--- src/core/nvmc_pkg.sv ---
// package: register map, field positions and timing of the nonvolatile access controller
package nvmc_pkg;
  // register indices on the plain register port
  localparam logic [2:0] NVMC_ADDR_CTRL = 3'h0;
  localparam logic [2:0] NVMC_ADDR_UNLOCK = 3'h1;
  localparam logic [2:0] NVMC_ADDR_DATL = 3'h2;
  localparam logic [2:0] NVMC_ADDR_DATH = 3'h3;
  localparam logic [2:0] NVMC_ADDR_ADRL = 3'h4;
  localparam logic [2:0] NVMC_ADDR_ADRH = 3'h5;
  localparam logic [2:0] NVMC_ADDR_STAT = 3'h6;
  localparam logic [2:0] NVMC_ADDR_CFG = 3'h7;
  // control register bit positions
  localparam int NVMC_B_RD = 0;
  localparam int NVMC_B_WR = 1;
  localparam int NVMC_B_WEN = 2;
  localparam int NVMC_B_WERR = 3;
  localparam int NVMC_B_LWLO = 5;
  localparam int NVMC_B_CSEL = 6;
  localparam int NVMC_B_PGSEL = 7;
  // status register bit positions
  localparam int NVMC_B_DONE = 0;
  localparam int NVMC_B_PWRT = 1;
  localparam int NVMC_B_REJ = 2;
  // config register bit positions
  localparam int NVMC_B_DPROT = 0;
  localparam int NVMC_B_PPROT = 1;
  localparam int NVMC_B_SWP_LO = 2;
  localparam logic [7:0] NVMC_UNLOCK1 = 8'h55;
  localparam logic [7:0] NVMC_UNLOCK2 = 8'hAA;
  localparam logic [7:0] NVMC_ZERO8 = 8'h00;
  localparam logic [13:0] NVMC_LATCH_ERASED = 14'h3FFF;
  localparam int NVMC_LATCHES = 32;
  localparam int NVMC_ROW_WORDS = 32;
  localparam int NVMC_WORD_W = 14;
  localparam int NVMC_PADDR_W = 15;
  // timing
  localparam int NVMC_CLK_HZ = 20_000_000;
  localparam int NVMC_PWRT_MS = 64;
  localparam int NVMC_PWRT_CYC = NVMC_PWRT_MS * (NVMC_CLK_HZ / 1000);
  localparam int NVMC_WRITE_CYC = 40_000;
  typedef enum logic [2:0]
  {
    NVMC_IDLE = 3'b000,
    NVMC_PRD1 = 3'b001,
    NVMC_PRD2 = 3'b010,
    NVMC_EEWR = 3'b011,
    NVMC_PGWR = 3'b100
  } nvmc_state_t;
  typedef enum logic [1:0]
  {
    NVMC_UL_NONE = 2'b00,
    NVMC_UL_HAVE55 = 2'b01,
    NVMC_UL_ARMED = 2'b10
  } nvmc_unlock_t;
endpackage

--- src/core/nvmc_ram.sv ---
// storage module: synchronous write, registered read data
`timescale 1ns/100ps
module nvmc_ram #(
  parameter int AW = 8,
  parameter int DW = 8,
  parameter logic [DW-1:0] INIT = '0
)
(
  input wire logic clk_sys, // system clock
  input wire logic we, // write strobe
  input wire logic [AW-1:0] waddr, // write address
  input wire logic [DW-1:0] wdata, // write data
  input wire logic [AW-1:0] raddr, // read address
  output logic [DW-1:0] rdata // registered read data
);
  logic [DW-1:0] mem [0:(1<<AW)-1];

  initial
  begin
    for (int i = 0; i < (1 << AW); i++)
    begin
      mem[i] = INIT;
    end
  end

  always_ff @(posedge clk_sys)
  begin
    if (we)
    begin
      mem[waddr] <= wdata;
    end
    rdata <= mem[raddr];
  end
endmodule

--- src/core/nvmc_ctrl.sv ---
// nonvolatile access controller: data EEPROM byte access, program read, write latches
// ******************************************************************
// Overview of operation
// software loads low address, clears both selects, then sets read start
// data EEPROM byte appears in low data register the next cycle
// low data holds read value until next read or software write
// data EEPROM reads ignore the data protect bit
// software loads address and data before each byte write
// write starts only after 55h then AAh then write start
// software should disable interrupts around the unlock sequence
// write start refused unless write enable already set
// hardware never clears write enable; only software or power-up
// clearing write enable does not abort a started write
// on completion write start clears and done flag sets until cleared
// power-up clears write enable and blocks writes for 64 ms
// with data protect at zero, external programmer cannot access EEPROM
// program memory rows are 32 words of 14 bits
// program writes into a write-protected segment are rejected
// 32 hidden write latches filled through the data register pair
// software loads address pair, clears config, sets program select, reads
// program read fetches in second cycle; word lands in data pair
// software follows a program read with two no-operations
// program reads ignore the program protect bit
// read and write start bits cannot be cleared by software
// reset during a write sets the write error flag
// unlock register always reads zero
// reset selects data EEPROM; clear program select means data EEPROM
// write duration timed by a counter with parameter terminal count
// any other step between unlock writes breaks the sequence; code breaks it only on other register writes, not on reads
// ******************************************************************
`timescale 1ns/100ps
module nvmc_ctrl
  import nvmc_pkg::*;
#(
  parameter int PWRT_CYC = NVMC_PWRT_CYC,
  parameter int WRITE_CYC = NVMC_WRITE_CYC
)
(
  input wire logic clk_sys, // system clock
  input wire logic rst, // synchronous reset, any source
  input wire logic por, // power-up marker, high with rst at power-on
  input wire logic [2:0] reg_addr, // register index
  input wire logic [7:0] reg_wdata, // write data
  input wire logic reg_wr, // write strobe
  input wire logic reg_rd, // read strobe
  output logic [7:0] reg_rdata, // read data, cycle after strobe
  input wire logic ext_prog_req, // external programmer access request
  output logic ext_prog_deny, // external access refused
  output logic [NVMC_PADDR_W-1:0] pm_addr, // program array address
  input wire logic [NVMC_WORD_W-1:0] pm_rdata, // program array word
  output logic pm_rd, // program array fetch pulse
  output logic pm_row_wr, // latch block commit pulse
  output logic [NVMC_LATCHES*NVMC_WORD_W-1:0] pm_latch, // latch contents
  output logic cpu_stall // ignore the instruction in this cycle
);
  // ******************************************************************
  // state
  // ******************************************************************
  typedef struct packed {
    nvmc_state_t st;
    nvmc_unlock_t ul;
    logic [7:0] ctrl;
    logic [7:0] datl;
    logic [5:0] dath;
    logic [7:0] adrl;
    logic [6:0] adrh;
    logic done;
    logic rej;
    logic [3:0] cfg;
    logic [25:0] pwrt;
    logic [17:0] wcnt;
    logic [7:0] rdata;
    logic rd_dat;
  } nvmc_regs_t;

  nvmc_regs_t q_r, q_nxt;
  logic [NVMC_WORD_W-1:0] latch_r [0:NVMC_LATCHES-1];
  logic ee_we;
  logic [7:0] ee_q;
  logic latch_ld, latch_clr;
  logic wr_set, wr_inprog, pm_prot;
  logic [1:0] swp_fld;

  nvmc_ram #(.AW(8), .DW(8), .INIT(8'hFF)) u_ee
  (
    .clk_sys(clk_sys),
    .we(ee_we),
    .waddr(q_r.adrl),
    .wdata(q_r.datl),
    .raddr(q_nxt.adrl),
    .rdata(ee_q)
  );

  // ******************************************************************
  // next state
  // ******************************************************************
  always_comb
  begin
    q_nxt = q_r;
    q_nxt.rd_dat = 1'b0;
    ee_we = 1'b0;
    latch_ld = 1'b0;
    latch_clr = 1'b0;
    pm_rd = 1'b0;
    pm_row_wr = 1'b0;
    swp_fld = q_r.cfg[NVMC_B_SWP_LO +: 2];
    wr_inprog = (q_r.st == NVMC_EEWR) || (q_r.st == NVMC_PGWR);
    // lower fraction of program space protected per field value
    case (swp_fld)
      2'b11: pm_prot = 1'b0;
      2'b10: pm_prot = (q_r.adrh[6:4] == 3'b000);
      2'b01: pm_prot = (q_r.adrh[6:5] == 2'b00);
      default: pm_prot = 1'b1;
    endcase
    wr_set = 1'b0;
    if (q_r.pwrt != '0)
    begin
      q_nxt.pwrt = q_r.pwrt - 26'd1;
    end
    if (reg_wr)
    begin
      if (reg_addr == NVMC_ADDR_UNLOCK)
      begin
        if (reg_wdata == NVMC_UNLOCK1)
          q_nxt.ul = NVMC_UL_HAVE55;
        else if (reg_wdata == NVMC_UNLOCK2 && q_r.ul == NVMC_UL_HAVE55)
          q_nxt.ul = NVMC_UL_ARMED;
        else
          q_nxt.ul = NVMC_UL_NONE;
      end
      else
      begin
        q_nxt.ul = NVMC_UL_NONE;
      end
      if (reg_addr == NVMC_ADDR_CTRL)
      begin
        q_nxt.ctrl[NVMC_B_WEN] = reg_wdata[NVMC_B_WEN];
        q_nxt.ctrl[NVMC_B_LWLO] = reg_wdata[NVMC_B_LWLO];
        q_nxt.ctrl[NVMC_B_CSEL] = reg_wdata[NVMC_B_CSEL];
        q_nxt.ctrl[NVMC_B_PGSEL] = reg_wdata[NVMC_B_PGSEL];
        q_nxt.ctrl[NVMC_B_WERR] = q_r.ctrl[NVMC_B_WERR] & reg_wdata[NVMC_B_WERR];
        // start bits: set only, never cleared by software
        if (reg_wdata[NVMC_B_WR] && q_r.ul == NVMC_UL_ARMED && q_r.ctrl[NVMC_B_WEN]
            && !wr_inprog && q_r.pwrt == '0)
          wr_set = 1'b1;
        if (reg_wdata[NVMC_B_RD] && q_r.st == NVMC_IDLE)
        begin
          q_nxt.ctrl[NVMC_B_RD] = 1'b1;
          if (reg_wdata[NVMC_B_PGSEL] && !reg_wdata[NVMC_B_CSEL])
          begin
            q_nxt.st = NVMC_PRD1;
          end
          else if (!reg_wdata[NVMC_B_PGSEL] && !reg_wdata[NVMC_B_CSEL])
          begin
            q_nxt.rd_dat = 1'b1;
          end
          else
          begin
            q_nxt.ctrl[NVMC_B_RD] = 1'b0;
          end
        end
      end
      if (reg_addr == NVMC_ADDR_DATL)
        q_nxt.datl = reg_wdata;
      if (reg_addr == NVMC_ADDR_DATH)
        q_nxt.dath = reg_wdata[5:0];
      if (reg_addr == NVMC_ADDR_ADRL)
        q_nxt.adrl = reg_wdata;
      if (reg_addr == NVMC_ADDR_ADRH)
        q_nxt.adrh = reg_wdata[6:0];
      if (reg_addr == NVMC_ADDR_STAT)
      begin
        q_nxt.done = q_r.done & reg_wdata[NVMC_B_DONE];
        q_nxt.rej = q_r.rej & reg_wdata[NVMC_B_REJ];
      end
      if (reg_addr == NVMC_ADDR_CFG)
        q_nxt.cfg = reg_wdata[3:0];
    end
    if (wr_set)
    begin
      if (!q_r.ctrl[NVMC_B_PGSEL])
      begin
        q_nxt.ctrl[NVMC_B_WR] = 1'b1;
        q_nxt.st = NVMC_EEWR;
        q_nxt.wcnt = '0;
      end
      else if (pm_prot)
      begin
        q_nxt.rej = 1'b1;
      end
      else if (q_r.ctrl[NVMC_B_LWLO])
      begin
        latch_ld = 1'b1;
      end
      else
      begin
        latch_ld = 1'b1;
        q_nxt.ctrl[NVMC_B_WR] = 1'b1;
        q_nxt.st = NVMC_PGWR;
        q_nxt.wcnt = '0;
      end
    end
    case (q_r.st)
      NVMC_PRD1:
      begin
        q_nxt.st = NVMC_PRD2;
        pm_rd = 1'b1;
      end
      NVMC_PRD2:
      begin
        q_nxt.datl = pm_rdata[7:0];
        q_nxt.dath = pm_rdata[13:8];
        q_nxt.ctrl[NVMC_B_RD] = 1'b0;
        q_nxt.st = NVMC_IDLE;
      end
      NVMC_EEWR, NVMC_PGWR:
      begin
        q_nxt.wcnt = q_r.wcnt + 18'd1;
        if (q_r.wcnt == 18'(WRITE_CYC - 1))
        begin
          ee_we = (q_r.st == NVMC_EEWR);
          pm_row_wr = (q_r.st == NVMC_PGWR);
          latch_clr = (q_r.st == NVMC_PGWR);
          q_nxt.ctrl[NVMC_B_WR] = 1'b0;
          q_nxt.done = 1'b1;
          q_nxt.st = NVMC_IDLE;
        end
      end
      default:
      begin
      end
    endcase
    if (q_r.rd_dat)
    begin
      q_nxt.ctrl[NVMC_B_RD] = 1'b0;
      if (!(reg_wr && reg_addr == NVMC_ADDR_DATL))
        q_nxt.datl = ee_q;
    end
  end

  // ******************************************************************
  // registers
  // ******************************************************************
  always_ff @(posedge clk_sys)
  begin
    if (rst)
    begin
      q_r.st <= NVMC_IDLE;
      q_r.ul <= NVMC_UL_NONE;
      // write enable kept across warm reset, error records an interrupted write
      q_r.ctrl <= por ? NVMC_ZERO8 : {4'b0000, (q_r.ctrl[NVMC_B_WERR] | wr_inprog),
        q_r.ctrl[NVMC_B_WEN], 2'b00};
      q_r.datl <= NVMC_ZERO8;
      q_r.dath <= '0;
      q_r.adrl <= NVMC_ZERO8;
      q_r.adrh <= '0;
      q_r.done <= 1'b0;
      q_r.rej <= 1'b0;
      q_r.cfg <= 4'hF;
      q_r.pwrt <= por ? 26'(PWRT_CYC) : 26'd0;
      q_r.wcnt <= '0;
      q_r.rdata <= NVMC_ZERO8;
      q_r.rd_dat <= 1'b0;
    end
    else
    begin
      q_r <= q_nxt;
      if (reg_rd)
      begin
        if (reg_addr == NVMC_ADDR_CTRL)
          q_r.rdata <= q_r.ctrl;
        else if (reg_addr == NVMC_ADDR_UNLOCK)
          q_r.rdata <= NVMC_ZERO8;
        else if (reg_addr == NVMC_ADDR_DATL)
          // byte of a read started last cycle is forwarded, so the next access sees it
          q_r.rdata <= q_r.rd_dat ? ee_q : q_r.datl;
        else if (reg_addr == NVMC_ADDR_DATH)
          q_r.rdata <= {2'b00, q_r.dath};
        else if (reg_addr == NVMC_ADDR_ADRL)
          q_r.rdata <= q_r.adrl;
        else if (reg_addr == NVMC_ADDR_ADRH)
          q_r.rdata <= {1'b0, q_r.adrh};
        else if (reg_addr == NVMC_ADDR_STAT)
          q_r.rdata <= {5'b0_0000, q_r.rej, (q_r.pwrt != '0), q_r.done};
        else
          q_r.rdata <= {4'h0, q_r.cfg};
      end
    end
  end

  // ******************************************************************
  // write latches, one per word of the aligned block
  // ******************************************************************
  genvar gi;
  generate
    for (gi = 0; gi < NVMC_LATCHES; gi++)
    begin : g_latch
      always_ff @(posedge clk_sys)
      begin
        if (rst || latch_clr)
          latch_r[gi] <= NVMC_LATCH_ERASED;
        else if (latch_ld && q_r.adrl[4:0] == 5'(gi))
          latch_r[gi] <= {q_r.dath, q_r.datl};
      end
      assign pm_latch[gi*NVMC_WORD_W +: NVMC_WORD_W] = latch_r[gi];
    end
  endgenerate

  // row base for commit, row of 32 words is the erase unit
  assign pm_addr = (q_r.st == NVMC_PGWR) ? {q_r.adrh, q_r.adrl[7:5], 5'b0_0000}
                                         : {q_r.adrh, q_r.adrl};
  assign cpu_stall = (q_r.st == NVMC_PRD1);
  assign ext_prog_deny = ext_prog_req & ~q_r.cfg[NVMC_B_DPROT];
  assign reg_rdata = q_r.rdata;
endmodule

--- config.mk ---
export PLATFORM = sky130hd
export DESIGN_NAME = nvmc_ctrl
export DESIGN_NICKNAME = d
export VERILOG_FILES = /design/src/core/nvmc_pkg.sv /design/src/core/nvmc_ram.sv /design/src/core/nvmc_ctrl.sv
export SDC_FILE = /design/constraint.sdc
export NUM_CORES = 2
export LEC_CHECK = 0
export ABC_AREA = 1
export BUFFER_PORTS_ARGS = -buffer_cell sky130_fd_sc_hd__clkbuf_2
export CORE_ASPECT_RATIO = 1.75
export CORE_MARGIN = 2
export CORE_UTILIZATION = 35
export CTS_CLUSTER_DIAMETER = 80
export DETAILED_ROUTE_END_ITERATION = 6
export SLEW_MARGIN = 20
export SYNTH_ARGS = -nofsm -noshare
export SYNTH_HDL_FRONTEND = slang
export SYNTH_SLANG_ARGS = --single-unit
--- constraint.sdc ---
create_clock -name clk_sys -period 11.2 [get_ports clk_sys]
set_input_delay 0.56 -clock clk_sys [delete_from_list [all_inputs] [get_ports clk_sys]]
set_output_delay 0.56 -clock clk_sys [all_outputs]
set_load 0.05 [all_outputs]
# Word-level counts from Yosys, hierarchy flattened
# Memories as Yosys holds them, arrays and structs flattened. A register that Yosys moved wholly into a read port is not among the register bits.
# Cells that the tools add are included.
dict set report word_totals {
  reg_bits 101
  mem_bits_rw 2496
  memories 2
}
dict set report classes {
  addsub 2
  eq_ne 53
  muxes 208
  bitwise 41
  reduce_logical 71
}
# memory depth word_bits rd rd_clocked_by_memory_dff wr line_no
set memory_table {}
lappend memory_table {u_ee.mem 256 8 1 1 1 nvmc_ram.sv:16} ;# logic [DW-1:0] mem [0:(1<<AW)-1];
lappend memory_table {latch_r 32 14 32 0 32 nvmc_ctrl.sv:77} ;# logic [NVMC_WORD_W-1:0] latch_r [0:NVMC_LATCHES-1];
# cell count
set ops {}
lappend ops {{$mux 14} 32}
lappend ops {{$mux 1} 130}
lappend ops {{$mux 96} 1}
lappend ops {{$mux 18} 5}
lappend ops {{$mux 8} 11}
lappend ops {{$eq 5x5->1 const B} 16}
lappend ops {{$logic_and 1x1->1} 41}
lappend ops {{$eq 5x4->1 const B} 8}
lappend ops {{$mux 36} 1}
lappend ops {{$or 1x1->1} 33}
lappend ops {{$mux 3} 9}
lappend ops {{$logic_not 26->1} 1}
lappend ops {{$mux 26} 1}
lappend ops {{$reduce_bool 26->1} 1}
lappend ops {{$sub 26x1->26 const B} 1}
lappend ops {{$mux 21} 1}
lappend ops {{$eq 5x3->1 const B} 4}
lappend ops {{$add 18x1->18 const B} 1}
lappend ops {{$eq 18x16->1 const B} 1}
lappend ops {{$eq 3x3->1 const B} 5}
lappend ops {{$mux 15} 1}
lappend ops {{$mux 7} 2}
lappend ops {{$eq 3x2->1 const B} 4}
lappend ops {{$mux 2} 6}
lappend ops {{28 further kinds} 59}

# Depth between registers and ports, before layout
dict set report depth {
  word_depth 14
  depth_mapped 18
  ltp_nobuf 15
}

# By module
# A second synthesis with hierarchy kept.
dict set report unflattened {
  cells_unflattened 8984
  area_unflattened_um2 106638.5
}
# mod instances cells_each area_per_inst_um2
set modules_own_cells {}
lappend modules_own_cells {nvmc_ram 1 7003 83396.2}
lappend modules_own_cells {nvmc_ctrl 1 1981 23242.3}

# Worst setup path before layout
# Ideal clock, no wire load.
dict set report synth_timing {
  path_type {flip-flop to flip-flop}
  startpoint {register q_r[87] (netlist bit)}
  endpoint {register q_r (netlist bit reg_rdata[7])}
  setup_ps 81
  arrival_ps 4882
  required_time_ps 11119
  setup_slack_ps 6238
  path_stages_with_launch 5
  n_path_buf 0
  period_less_slack_ps 4962
  path_cell_list {dfxtp_1 > clkinv_1 > o21ai_0 > nand2_1 > a41oi_1}
}
dict set report synth_between {
  elab_chain_cells 4
}
# element line_no
set synth_lines {}
lappend synth_lines {{from (decl)} nvmc_ctrl.sv:76} ;# nvmc_regs_t q_r, q_nxt;
lappend synth_lines {{from (signal assigned)} nvmc_ctrl.sv:267} ;# q_r <= q_nxt;
lappend synth_lines {{$mux 8} nvmc_ctrl.sv:276} ;# q_r.rdata <= q_r.rd_dat ? ee_q : q_r.datl;
lappend synth_lines {{$mux 8} nvmc_ctrl.sv:274} ;# else if (reg_addr == NVMC_ADDR_DATL)
lappend synth_lines {{$mux 8} nvmc_ctrl.sv:272} ;# else if (reg_addr == NVMC_ADDR_UNLOCK)
lappend synth_lines {{$mux 8} nvmc_ctrl.sv:270} ;# if (reg_addr == NVMC_ADDR_CTRL)
# Every way passes these cells.
# A chain may end at the register's enable or synchronous reset.

# Final worst setup path
dict set report layout_timing {
  startpoint {register q_r[66] (netlist bit)}
  endpoint {register u_ee.rdata[4], read port of u_ee.mem}
}
dict set report layout_between {
  elab_chain_cells 2
}
# element line_no
set layout_lines {}
lappend layout_lines {{$mux 8} nvmc_ctrl.sv:167} ;# if (reg_addr == NVMC_ADDR_ADRL)
lappend layout_lines {{$mux 36 (*)} nvmc_ctrl.sv:120} ;# if (reg_wr)
lappend layout_lines {{to (decl)} nvmc_ram.sv:14} ;# output logic [DW-1:0] rdata
# Every way passes the cells marked *; elsewhere a longest branch is shown, timed or not. The select of a mux whose other input is x is not followed.

==> impl_metrics.json <==
{
  "status": "completed",
  "crit_path_top_delay_cell": "buf_4",
  "grt_pass1_vias": 74148,
  "grt_pass1_wl_um": 505000,
  "die_x_um": 430,
  "grt_max_degree": 221,
  "finClkSkew_ns": 0.0802,
  "avgSynthCellArea_um2": 11.3,
  "worst_ep_arrival_time_ns": 6.65,
  "synth_top_area_frac": 0.682,
  "hold_slack_ns": 0.0364,
  "cp_top_family": "simple AND/OR/NAND/NOR gates",
  "async_reset_ff_frac": 0,
  "dp_hpwl_um": 218000,
  "syn-instance-count": 9856,
  "maxCapViolations": 0,
  "path_clk_slew_ns": 0.07,
  "worstSetupEndpointType": "register",
  "worstSetupPathType": "reg2reg",
  "synth_edf_count": 2528,
  "grt_use_total": 0.210,
  "clk_path_buf_depth": 4,
  "place.gp.congestion": 0.938,
  "yosys.area.top_type": "edfxtp_1",
  "max_freq_mhz": 171,
  "routed_wl_um": 352000,
  "fin_nets": 10037,
  "crit_path_start": "q_r[66]$_SDFF_PP0_",
  "ys.flop_type": "edfxtp_1",
  "via_per_inst": 5.31,
  "drc": 0,
  "ys_ff_latch": 2604,
  "synth_nets": 9890,
  "worst_pin_slew_ns": 1.22,
  "core_um2": 317000,
  "yosys_warnings": 0,
  "multi_input_area_um2": 27300,
  "worstHoldStart": "pm_rdata[9]",
  "crit_fanout": 196,
  "power_density_nw_per_um2": 158,
  "htreeDepth": 4,
  "relSlewSlack": 0.189,
  "startpoint_type": "register",
  "io_buffer_count": 505,
  "clk_latency_ns": 0.94,
  "cts_tree": "done",
  "cp_num_buf_inv": 3,
  "drive_gt1_frac": 0.107,
  "postCtsSetupRepairBufs": 0,
  "overflow": 0,
  "p_sw_frac": 0.224,
  "dieHeight_um": 750,
  "num_rows": 274,
  "route.detailed.wl_per_inst_um": 24.6,
  "drv_slew": 0,
  "start_util": 0.351,
  "rsz0062_at_grt": "false",
  "register_area_um2": 77500,
  "required_ns": 12.00,
  "dp_cells": 13921,
  "hold_viol": 0,
  "clkPwrFrac": 0.404,
  "path_cells": "nand2_4, buf_4, buf_12, buf_4, nand3b_1, nand3_1, nand3_1, nand3_1, nand3_1, nand3_1, nand3_1, nand3_1, nand2_1",
  "layout.cells.non_filler": 14316,
  "p_comb_frac": 0.049,
  "synth_common_cells": "edfxtp_1, nand2_1, nand3_1",
  "clkSinkCount": 2604,
  "fin_tns_setup_ns": 0,
  "clock-root-buffer": "clkbuf_16",
  "syn_area_um2": 111000,
  "power.static_leakage_nw": 44.1,
  "yosysMostFrequentCell": "edfxtp_1",
  "synth-seq-area-share": 0.695,
  "cts_buffers": 217,
  "critPathMostFrequentCell": "nand3_1",
  "seq_power_share": 0.547,
  "fin_crit_sh": 0.522,
  "antenna_found_initial": 9,
  "period_needed_ns": 5.85,
  "yosysUniqueCellTypes": 47,
  "syn_to_final_growth_pct": 11.9,
  "max_stage_delay_ns": 0.94,
  "vdd_drop_max_v": 0.000119,
  "p_sw_w": 0.00440,
  "hp-class": "in2reg",
  "postRouteAntennaNets": 0,
  "setup_violations": 0,
  "die-area_um2": 323000,
  "io_pins": 506,
  "p_int_w": 0.0153,
  "drt_iter0_drc": 7360,
  "yosys-top-cells-area": "edfxtp_1, nand3_1, nand2_1",
  "reg2reg_from": "q_r[66]$_SDFF_PP0_",
  "vias": 76018,
  "fill_cells": 30099,
  "dr.pass1.iters": 7
}
[what timing repair did]
| action | CTS | global route |
|---|---|---|
| gates resized for setup | 0 | 0 |
| hold buffers | 3 | 0 |
| hold endpoints to repair | 3 | 0 |
| endpoints found under the setup margin | 0 | 0 |
[metal layers]
metal  vias up  global-route usage  wire (um)  share of wire
li1      34277                   -          -              -
met1     37418               0.229     121000           0.34
met2      3500               0.377     179000           0.51
met3       821              0.0280      24200          0.069
met4         2               0.145      27100          0.077
met5         -                   0         11       0.000031
[metrics by stage]
stage	total power (W)	setup slack (ns)	area [um^2]	util
global route	0.0201	5.42	125000	0.393
finish	0.0197	5.35	125000	0.393
global placement	0.0119	4.78	117000	0.369
floorplan	0.0115	6.24	111000	-
CTS	0.0197	5.63	125000	0.392
detailed placement	0.0119	4.81	117000	0.369
[cells by family after synthesis]
logic type                 synth area share
adders and majority gates          0.000337
xor gates and xnor gates           0.000865
buffers and inverters                0.0617
AOI/OAI and AO/OA                    0.0176
DFF                                   0.695
and+or+nand+nor                       0.224
[worst paths after layout]
| path | to | slack, ns | depth (start not counted) |
|---|---|---|---|
| setup reg to reg | u_ee.rdata[4]$_DFF_P_ | 5.35 | 13 |
| hold reg to reg | q_r[54]$_SDFFE_PP1P_ | 0.48 | 2 |
| setup / recovery | u_ee.rdata[4]$_DFF_P_ | 5.35 | 13 |
| hold / removal | q_r[75]$_SDFFE_PP0P_ | 0.04 | 3 |
[power by group through the flow]
stage	clock [W]	combinational, W	sequential, W
2_1_floorplan	0	0.000535	0.0110
3_3_place_gp	0	0.000953	0.0110
3_5_place_dp	0	0.000962	0.0110
4_1_cts	0.00803	0.000965	0.0107
5_1_grt	0.00835	0.00103	0.0107
6_report	0.00795	0.000971	0.0107
[state kept, by name (all words and copies together), names as in the netlist]
signal and count:
u_ee.rdata 8, latch_r 448, reg_rdata 8, q_r 92, u_ee.mem 2048
[worst min-delay path, delay by kind of cell]
kind	cells	cell delay [ns]
AO/OA/AOI/OAI	1	0.10
buffers and inverters	1	0.11
AND/OR/NAND/NOR	1	0.12
[area by class of cell]
class / instances / area share
Multi-Input combinational cell: 5566 / 0.219
Tap cell: 4140 / 0.0416
Inverter: 982 / 0.0297
Sequential cell: 2604 / 0.622
Clock buffer: 252 / 0.0457
Timing Repair Buffer: 632 / 0.0297
Antenna cell: 6 / 0.000120
Clock inverter: 134 / 0.0126
[cells in the final DEF (no fill, tap or decap), drive strengths merged, types with 38 or more instances in the layout]
cell type	instances
clkinv	85
o21ai	81
inv	980
edfxtp	2528
a21oi	70
nor3	38
o211ai	118
clkbuf	757
nand3	2022
nor2	390
dfxtp	76
nand3b	611
buf	124
nand2	2137
(Power assumes the default switching activity.)
